===== src/rtl/cvi_regs.svh =====
`ifndef CVI_REGS_SVH
`define CVI_REGS_SVH
`define CVI_IDX_W        3
`define CVI_IDX_CTRL     3'h0
`define CVI_IDX_STATUS   3'h1
`define CVI_IDX_INT      3'h2
`define CVI_IDX_STD      3'h3
`define CVI_IDX_SOF_SMP  3'h4
`define CVI_IDX_SOF_LINE 3'h5
`define CVI_CTRL_GO      0
`define CVI_CTRL_INTEN   1
`define CVI_ST_RUN       0
`define CVI_ST_OVF       1
`define CVI_ST_LOCK      2
`define CVI_ST_FIELD     3
`define CVI_INT_UPD      1
`define CVI_SMP_W        14
`define CVI_LINE_W       13
`define CVI_BUS_W        32
`define CVI_RST_WORD     32'h0000_0000
`endif


===== src/rtl/cvi_pkg.sv =====
package cvi_pkg;
   typedef enum logic [1:0] {CVI_IDLE, CVI_WAIT, CVI_RUN} cvi_mode_t;
endpackage : cvi_pkg


===== src/rtl/cvi_port.sv =====
`timescale 1ns/10ps
`default_nettype none
`include "cvi_regs.svh"

module cvi_fifo #(
   parameter int W = 8,
   parameter int D = 8
) (
   // Clock and reset
   input  wire logic         core_clk,
   input  wire logic         nrst,
   // Fill side
   input  wire logic         in_valid,
   output logic              in_ready,
   input  wire logic [W-1:0] in_data,
   // Drain side
   output logic              out_valid,
   input  wire logic         out_ready,
   output logic [W-1:0]      out_data
);
   localparam int PW = (D > 1) ? $clog2(D) : 1;
   localparam int CW = $clog2(D + 1);
   localparam logic [PW-1:0] LAST = PW'(D - 1);
   localparam logic [CW-1:0] FULL = CW'(D);

   typedef struct packed {
      logic [D-1:0][W-1:0] mem;
      logic [PW-1:0]       wp;
      logic [PW-1:0]       rp;
      logic [CW-1:0]       cnt;
   } cvi_fifo_st_t;

   cvi_fifo_st_t r;
   cvi_fifo_st_t r_nxt;
   logic         wr;
   logic         rd;

   assign in_ready  = (r.cnt != FULL);
   assign out_valid = (r.cnt != '0);
   assign out_data  = r.mem[r.rp];
   assign wr        = in_valid & in_ready;
   assign rd        = out_valid & out_ready;

   always_comb begin
      r_nxt = r;
      if (wr) begin
         r_nxt.mem[r.wp] = in_data;
         r_nxt.wp = (r.wp == LAST) ? '0 : r.wp + 1'b1;
      end
      if (rd) begin
         r_nxt.rp = (r.rp == LAST) ? '0 : r.rp + 1'b1;
      end
      if (wr & ~rd) begin
         r_nxt.cnt = r.cnt + 1'b1;
      end else if (rd & ~wr) begin
         r_nxt.cnt = r.cnt - 1'b1;
      end
   end

   always_ff @(posedge core_clk or negedge nrst) begin
      if (!nrst) begin
         r <= '0;
      end else begin
         r <= r_nxt;
      end
   end
endmodule : cvi_fifo

module cvi_port #(
   parameter int BPS       = 8,
   parameter int PLANES    = 3,
   parameter bit SEQ_ALLOW = 1'b1,
   parameter bit DE_ON     = 1'b0,
   parameter int STD_W     = 1,
   parameter int DEPTH     = 8
) (
   // Clock and reset; core_clk is the stream clock
   input  wire logic                     core_clk,
   input  wire logic                     nrst,
   // Clocked video input
   input  wire logic                     vid_clk,
   input  wire logic [BPS*PLANES-1:0]    vid_data,
   input  wire logic                     vid_datavalid,
   input  wire logic                     vid_f,
   input  wire logic                     vid_h_sync,
   input  wire logic                     vid_v_sync,
   input  wire logic                     plane_format_select,
   input  wire logic                     vid_locked,
   input  wire logic                     active_region_enable,
   input  wire logic [STD_W-1:0]         vid_std,
   // Stream output
   output logic [BPS*PLANES-1:0]         stream_pixel_bus,
   output logic                          stream_frame_begin,
   output logic                          stream_frame_end,
   output logic                          stream_beat_valid,
   input  wire logic                     stream_sink_ready,
   // Overflow and synchronisation outputs
   output logic                          overflow,
   output logic                          refclk_div,
   output logic                          sof,
   output logic                          sof_locked,
   // Control port
   input  wire logic [`CVI_IDX_W-1:0]    ctrl_word_index,
   input  wire logic                     ctrl_read_strobe,
   input  wire logic                     ctrl_write_strobe,
   input  wire logic [`CVI_BUS_W-1:0]    ctrl_write_bus,
   output logic [`CVI_BUS_W-1:0]         ctrl_read_bus,
   output logic                          status_update_int
);
   localparam int DW = BPS * PLANES;
   localparam int FW = DW + 2;
   localparam int VW = 8 + STD_W + DW;
   localparam int SOP = DW + 1;
   localparam int EOP = DW;
   localparam logic [1:0] PLAST = 2'(PLANES - 1);

   typedef struct packed {
      logic [VW-1:0]           s1;
      logic [VW-1:0]           s2;
      logic                    clk_d;
      logic                    hs_d;
      logic                    vs_d;
      logic                    lock_d;
      cvi_pkg::cvi_mode_t      mode;
      logic                    go;
      logic                    int_en;
      logic                    ovf;
      logic                    int_flag;
      logic [`CVI_SMP_W-1:0]   sof_smp;
      logic [`CVI_LINE_W-1:0]  sof_line;
      logic [`CVI_SMP_W-1:0]   smp_cnt;
      logic [`CVI_LINE_W-1:0]  line_cnt;
      logic [1:0]              plane_cnt;
      logic [DW-1:0]           asm_w;
      logic                    first;
      logic                    pend_v;
      logic                    pend_sop;
      logic [DW-1:0]           pend_d;
      logic                    push_v;
      logic [FW-1:0]           push_w;
      logic                    refclk;
      logic                    sof;
      logic                    seen_sof;
      logic                    sof_lock;
      logic                    out_v;
      logic [FW-1:0]           out_w;
      logic [`CVI_BUS_W-1:0]   rdata;
   } cvi_port_st_t;

   cvi_port_st_t      r;
   cvi_port_st_t      r_nxt;
   logic              v_clk, v_dv, v_f, v_hs, v_vs, v_par, v_lock, v_de;
   logic [STD_W-1:0]  v_std;
   logic [DW-1:0]     v_data;
   logic              smp, hs_rise, vs_rise, vs_fall, act, seq;
   logic              f_in_ready, f_out_valid, take;
   logic [FW-1:0]     f_out_data;
   logic [`CVI_BUS_W-1:0] std_word;

   // Video inputs sampled via the second synchroniser stage only.
   assign {v_clk, v_dv, v_f, v_hs, v_vs, v_par, v_lock, v_de, v_std, v_data} = r.s2;
   // Sample on the falling video clock edge, mid-way between source launches.
   assign smp     = r.clk_d & ~v_clk;
   assign hs_rise = smp & v_hs & ~r.hs_d;
   assign vs_rise = smp & v_vs & ~r.vs_d;
   assign vs_fall = smp & ~v_vs & r.vs_d;
   assign act     = v_dv & ~v_hs & ~v_vs & (~DE_ON | v_de);
   assign seq     = SEQ_ALLOW & ~v_par;
   assign take    = ~r.out_v | stream_sink_ready;
   assign std_word = `CVI_BUS_W'(v_std);

   always_comb begin
      r_nxt = r;
      r_nxt.s1 = {vid_clk, vid_datavalid, vid_f, vid_h_sync, vid_v_sync,
                  plane_format_select, vid_locked, active_region_enable, vid_std, vid_data};
      r_nxt.s2 = r.s1;
      r_nxt.clk_d = v_clk;
      r_nxt.push_v = 1'b0;
      r_nxt.refclk = hs_rise;
      if (smp) begin
         r_nxt.hs_d = v_hs;
         r_nxt.vs_d = v_vs;
         r_nxt.lock_d = v_lock;
         if (v_lock != r.lock_d) begin
            r_nxt.int_flag = 1'b1;
         end
         if (vs_rise) begin
            r_nxt.line_cnt = '0;
         end else if (hs_rise) begin
            r_nxt.line_cnt = r.line_cnt + 1'b1;
         end
         if (hs_rise) begin
            r_nxt.smp_cnt = '0;
            r_nxt.plane_cnt = '0;
            r_nxt.sof = 1'b0;
         end else if (v_dv) begin
            r_nxt.smp_cnt = r.smp_cnt + 1'b1;
            if (r.line_cnt == r.sof_line && r.smp_cnt == r.sof_smp) begin
               r_nxt.sof = 1'b1;
               r_nxt.seen_sof = 1'b1;
            end
         end
         case (r.mode)
            cvi_pkg::CVI_IDLE: begin
               if (r.go) begin
                  r_nxt.mode = cvi_pkg::CVI_WAIT;
               end
            end
            cvi_pkg::CVI_WAIT: begin
               if (!r.go) begin
                  r_nxt.mode = cvi_pkg::CVI_IDLE;
               end else if (vs_fall && v_lock) begin
                  r_nxt.mode = cvi_pkg::CVI_RUN;
                  r_nxt.first = 1'b1;
                  r_nxt.plane_cnt = '0;
               end
            end
            cvi_pkg::CVI_RUN: begin
               if (vs_rise || !v_lock) begin
                  // The held-back pixel closes the frame.
                  r_nxt.push_v = r.pend_v;
                  r_nxt.push_w = {r.pend_sop, 1'b1, r.pend_d};
                  r_nxt.pend_v = 1'b0;
                  r_nxt.first = 1'b1;
                  if (!r.go || !v_lock) begin
                     r_nxt.mode = cvi_pkg::CVI_IDLE;
                  end
               end else if (act && !hs_rise) begin
                  r_nxt.asm_w = {v_data[BPS-1:0], r.asm_w[DW-1:BPS]};
                  if (!seq || r.plane_cnt == PLAST) begin
                     r_nxt.plane_cnt = '0;
                     r_nxt.push_v = r.pend_v;
                     r_nxt.push_w = {r.pend_sop, 1'b0, r.pend_d};
                     r_nxt.pend_v = 1'b1;
                     r_nxt.pend_sop = r.first;
                     r_nxt.pend_d = seq ? r_nxt.asm_w : v_data;
                     r_nxt.first = 1'b0;
                  end else begin
                     r_nxt.plane_cnt = r.plane_cnt + 1'b1;
                  end
               end
            end
            default: r_nxt.mode = cvi_pkg::CVI_IDLE;
         endcase
      end
      if (!smp && !v_lock && r.mode == cvi_pkg::CVI_RUN) begin
         // A source that stops its clock when it unlocks still gets its frame closed.
         r_nxt.push_v = r.pend_v;
         r_nxt.push_w = {r.pend_sop, 1'b1, r.pend_d};
         r_nxt.pend_v = 1'b0;
         r_nxt.first = 1'b1;
         r_nxt.mode = cvi_pkg::CVI_IDLE;
      end
      if (!v_lock) begin
         r_nxt.seen_sof = 1'b0;
      end
      r_nxt.sof_lock = v_lock & r.seen_sof & (r.mode == cvi_pkg::CVI_RUN);
      if (take) begin
         r_nxt.out_v = f_out_valid;
         r_nxt.out_w = f_out_data;
      end
      if (ctrl_write_strobe) begin
         case (ctrl_word_index)
            `CVI_IDX_CTRL: begin
               r_nxt.go = ctrl_write_bus[`CVI_CTRL_GO];
               r_nxt.int_en = ctrl_write_bus[`CVI_CTRL_INTEN];
            end
            `CVI_IDX_STATUS: begin
               if (ctrl_write_bus[`CVI_ST_OVF]) begin
                  r_nxt.ovf = 1'b0;
               end
            end
            `CVI_IDX_INT: begin
               if (ctrl_write_bus[`CVI_INT_UPD]) begin
                  r_nxt.int_flag = smp & (v_lock != r.lock_d);
               end
            end
            `CVI_IDX_SOF_SMP: r_nxt.sof_smp = ctrl_write_bus[`CVI_SMP_W-1:0];
            `CVI_IDX_SOF_LINE: r_nxt.sof_line = ctrl_write_bus[`CVI_LINE_W-1:0];
            default: r_nxt.go = r.go;
         endcase
      end
      // Set after clear: a drop in the clearing cycle still sticks.
      if (r.push_v && !f_in_ready) begin
         r_nxt.ovf = 1'b1;
         r_nxt.int_flag = 1'b1;
      end
      if (ctrl_read_strobe) begin
         case (ctrl_word_index)
            `CVI_IDX_CTRL:     r_nxt.rdata = `CVI_BUS_W'({r.int_en, r.go});
            `CVI_IDX_STATUS:   r_nxt.rdata = `CVI_BUS_W'({v_f, v_lock, r.ovf,
                                                       r.mode == cvi_pkg::CVI_RUN});
            `CVI_IDX_INT:      r_nxt.rdata = `CVI_BUS_W'({r.int_flag, 1'b0});
            `CVI_IDX_STD:      r_nxt.rdata = std_word;
            `CVI_IDX_SOF_SMP:  r_nxt.rdata = `CVI_BUS_W'(r.sof_smp);
            `CVI_IDX_SOF_LINE: r_nxt.rdata = `CVI_BUS_W'(r.sof_line);
            default:           r_nxt.rdata = `CVI_RST_WORD;
         endcase
      end
   end

   always_ff @(posedge core_clk or negedge nrst) begin
      if (!nrst) begin
         r <= '0;
      end else begin
         r <= r_nxt;
      end
   end

   cvi_fifo #(.W(FW), .D(DEPTH)) u_fifo (
      .core_clk  (core_clk),
      .nrst      (nrst),
      .in_valid  (r.push_v),
      .in_ready  (f_in_ready),
      .in_data   (r.push_w),
      .out_valid (f_out_valid),
      .out_ready (take),
      .out_data  (f_out_data)
   );

   assign stream_pixel_bus   = r.out_w[DW-1:0];
   assign stream_frame_begin = r.out_w[SOP];
   assign stream_frame_end   = r.out_w[EOP];
   assign stream_beat_valid  = r.out_v;
   assign overflow           = r.ovf;
   assign refclk_div         = r.refclk;
   assign sof                = r.sof;
   assign sof_locked         = r.sof_lock;
   assign ctrl_read_bus      = r.rdata;
   assign status_update_int  = r.int_en & r.int_flag;
endmodule : cvi_port
`default_nettype wire


===== config.mk =====
export PLATFORM = sky130hd
export DESIGN_NAME = cvi_port
export DESIGN_NICKNAME = d
export VERILOG_FILES = /design/src/rtl/cvi_pkg.sv /design/src/rtl/cvi_port.sv
export VERILOG_INCLUDE_DIRS = /design/src /design/src/rtl
export SDC_FILE = /design/constraint.sdc
export NUM_CORES = 1
export LEC_CHECK = 0
export BUFFER_PORTS_ARGS = -buffer_cell sky130_fd_sc_hd__buf_2
export CAP_MARGIN = 0
export CORE_AREA = 2 2 268 270
export CTS_CLUSTER_DIAMETER = 150
export CTS_CLUSTER_SIZE = 14
export DETAILED_ROUTE_END_ITERATION = 6
export DIE_AREA = 0 0 270 272
export PLACE_DENSITY = 0.48
export REMOVE_ABC_BUFFERS = 1
export SYNTH_ARGS = -nofsm -noshare
export SYNTH_HDL_FRONTEND = slang
export SYNTH_SLANG_ARGS = --single-unit

===== constraint.sdc =====
create_clock -name core_clk -period 2.9 [get_ports core_clk]
set_input_delay 0.58 -clock core_clk [delete_from_list [all_inputs] [get_ports core_clk]]
set_output_delay 0.58 -clock core_clk [all_outputs]
set_load 0.05 [all_outputs]

==> flow_metrics.py <==
metrics = {
    "synthesis": {
        "synth_top_area_cell": "dfrtp_1",
        "synth-simple-area-share_pct": 5.94,
        "yosysSeqAreaShare_pct": 57.1,
        "ys_ff_latch": 463,
        "synth-warning-count": 0,
        "synthAdderAreaFrac_pct": 1.02,
        "synthFlopType": "dfrtp_1",
        "synth-compound-area-share_pct": 3.88,
        "syn_area_sq_um": 20300,
        "synthArstFlopShare_pct": 100,
        "ys_types": 68,
        "synth_top_area_share_pct": 57.1,
        "yosys-top-cells-area": "dfrtp_1 57%, mux2_2 14%, mux4_2 5.8%, mux2i_1 4.3%, buf_4 2.2%",
        "netlist_instances": 1470,
        "synth_top_family_by_area": "multiplexers",
        "syn_area_per_cell_sq_um": 13.8,
        "synth_edf_count": 0,
        "synth_xor_area_share_pct": 1.94,
        "synth.area.mux_share_pct": 25.0,
    },
    "finish": {
        "finalNetCount": 1632,
        "fin_area_sq_um": 22800,
        "final_cell_mix": "459 x dfrtp_1, 260 x mux2_2, 98 x buf_2",
        "n_antenna_cell": 0,
        "drive_gt1_share_pct": 34.2,
        "area_delta_synth_final_pct": 12.7,
        "final_common_cell": "dfrtp_1",
        "fill_cells": 7056,
        "finalCoreUtilization_pct": 32.3,
    },
    "drt": {
        "wl_per_cell_um": 18.6,
        "drc": 0,
        "via_per_inst": 4.54,
        "routed-via-count": 11400,
        "ant_nets": 0,
        "initialDrtViolationCount": 474,
        "first_pass_iters": 6,
        "totalWireLength_mm": 46.5,
    },
    "timing": {
        "drv_slew": 0,
        "maxSlewHeadroom_pct": 44.9,
        "rsz0062_at_grt": "false",
        "finalSetupViolations": 0,
        "fmaxAchievable_mhz": 407,
        "worstMarginPinSlew_ps": 827,
        "fin_crit_sh_pct": 84.7,
        "hold_viol": 0,
        "worst_clock_skew_ps": 28.3,
        "min_period_ps": 2460,
    },
    "critical_path": {
        "reg2regPathDepth": 10,
        "end_kind": "flop",
        "crit_path_cell_trace": "nor4_1 -> nor2_1 -> inv_1 -> ha_1 -> inv_1 -> ha_1 -> a21o_1 -> a21oi_1 -> mux2i_1 -> xnor2_1",
        "critPathMaxStageDelay_ps": 460,
        "required_ps": 3400,
        "r2r_setup_slack_ps": 440,
        "reg2reg_to": "u_fifo.r[3]$_DFFE_PN0P_",
        "path_max_fanout": 5,
        "cp-startpoint": "u_fifo.r[0]$_DFFE_PN0P_",
        "cp-endpoint": "u_fifo.r[3]$_DFFE_PN0P_",
        "start_kind": "flop",
        "path_class": "reg -> reg",
        "slowest_stage": "dfrtp_1",
        "r2r-start": "u_fifo.r[0]$_DFFE_PN0P_",
        "worstPathArrival_ps": 2960,
    },
    "floorplan": {
        "die_area_sq_um": 73400,
        "fp.dieW_um": 270,
        "start_util_pct": 28.7,
        "pin_count": 137,
        "coreArea_sq_um": 70800,
        "die_y_um": 272,
        "num_rows": 98,
    },
    "run": {
        "cap_violations": 0,
    },
    "cts": {
        "clock-root-buffer": "clkbuf_16",
        "clk_latency_ps": 580,
        "hold_buffers": 0,
        "cts_made_buffers": 39,
        "clkTransAtPathRegs_ps": 70,
        "cts_setup_buffers": 0,
        "cts_num_sinks": 463,
        "htreeDepth": 2,
        "cts_tree": "done",
        "post_cts_resized": 0,
        "clockBufferDepth": 3,
    },
    "min_path": {
        "hold_path.class": "in -> async",
    },
    "grt": {
        "track_usage_pct": 12.9,
        "grt_pass1_vias": 12500,
        "grt_overflow_total": 0,
        "grt_first_pass_wirelength_mm": 74.1,
        "grt_antenna_before_repair": 0,
        "grt_max_degree": 74,
    },
    "pwr": {
        "p_leak_nw": 10.8,
        "clkPwrFrac_pct": 34.0,
        "vdd_drop_max_v": 0.000358,
        "pwr-share-seq_pct": 51.6,
        "p_int_mw": 10.2,
        "net-switching-power_mw": 4.07,
        "p_per_area_nw_per_um2": 623,
        "p_comb_share_pct": 14.4,
        "p_sw_share_pct": 28.6,
    },
    "outcome": {
        "status": "finished clean",
    },
    "placement": {
        "placed_area_sq_um": 21800,
        "detailed_place_hpwl_mm": 28.9,
        "place.gp.congestion": 0.727,
        "port_buffers": 99,
    },
}
## cells in the mapped netlist (30+ instances only)
cell,number
o21ai_0,38
mux4_2,52
clkbuf_1,30
mux2_2,260
nor2_1,58
nand2_1,81
xor2_1,35
buf_4,59
inv_1,54
a21oi_1,37
dfrtp_1,463
mux2i_1,88
## how the worst min path moves through the flow
stage                     slack (ps)        startpoint  depth (start not counted)                      endpoint
after floorplan                  280              nrst                          0  ctrl_read_bus[0]$_DFFE_PN0P_
after global placement           340  r[254]$_DFF_PN0_                          0              r[221]$_DFF_PN0_
after detailed placement         330  r[243]$_DFF_PN0_                          0              r[210]$_DFF_PN0_
after CTS                         40              nrst                          1            r[202]$_DFFE_PN0P_
after global routing              70              nrst                          1              r[259]$_DFF_PN0_
final                             50              nrst                          1              r[251]$_DFF_PN0_
## flip-flops by register name, indices dropped and copies added (netlist names)
| register | flops |
|---|---|
| u_fifo.r | 218 |
| overflow | 1 |
| r | 200 |
| stream_pixel_bus | 24 |
| stream_beat_valid | 1 |
| refclk_div | 1 |
| ctrl_read_bus | 14 |
| sof | 1 |
| stream_frame_begin | 1 |
| stream_frame_end | 1 |
| sof_locked | 1 |
## per-layer routing
| metal | GRT usage, % | share of wire [%] |
|---|---|---|
| met1 | 17.3 | 46 |
| met2 | 21.8 | 49 |
| met5 | 0 | 0 |
| met4 | 2.70 | 1.5 |
| met3 | 2.20 | 3.4 |
## cell families (layout without fill, tap and decap cells)
group	after synthesis	count (layout)
compound gates	124	124
xor+xnor	45	45
fa+ha+maj	16	16
buf+inv	187	250
flops	463	463
mux	407	407
other cells	1	18
simple gates	227	227
## per-stage QoR
step                hold WS [ps]  setup WS, ps  power [mW]  setup TNS, ps  instances
detailed placement           335           366        9.60              0       2452
finish                      49.5           443        14.2              0       2500
global placement             337           345        9.56              0       2452
global route                68.2           224        15.0              0       2500
CTS                         35.3           444        14.6              0       2500
floorplan                    284          -993        8.66         -13410       1355
## power groups by stage
stage               registers [mW]  clock network (mW)  logic (mW)
floorplan                     7.51                   0        1.15
global placement              7.48                   0        2.08
detailed placement            7.49                   0        2.10
CTS                           7.37                5.07        2.11
global route                  7.42                5.30        2.28
finish                        7.35                4.84        2.05
## worst max-delay path, delay by kind of cell (launching register included)
family	cells	cell delay (ps)
compound gates	2	370
mux	1	240
simple gates	2	590
buf+inv	2	180
fa+ha+maj	2	440
xor+xnor	1	130
flops	1	460
## final cells by class
class | instances | area [sq um] | share of cell area (%)
inverters | 55 | 209 | 0.915
clock buffers | 43 | 991 | 4.34
clock inverters | 5 | 72.6 | 0.318
repair buffers | 147 | 1050 | 4.61
well taps | 950 | 1190 | 5.20
flip-flops and latches | 463 | 11600 | 50.8
multi-input cells | 837 | 7730 | 33.9
Power figures use the tool's default switching activity.
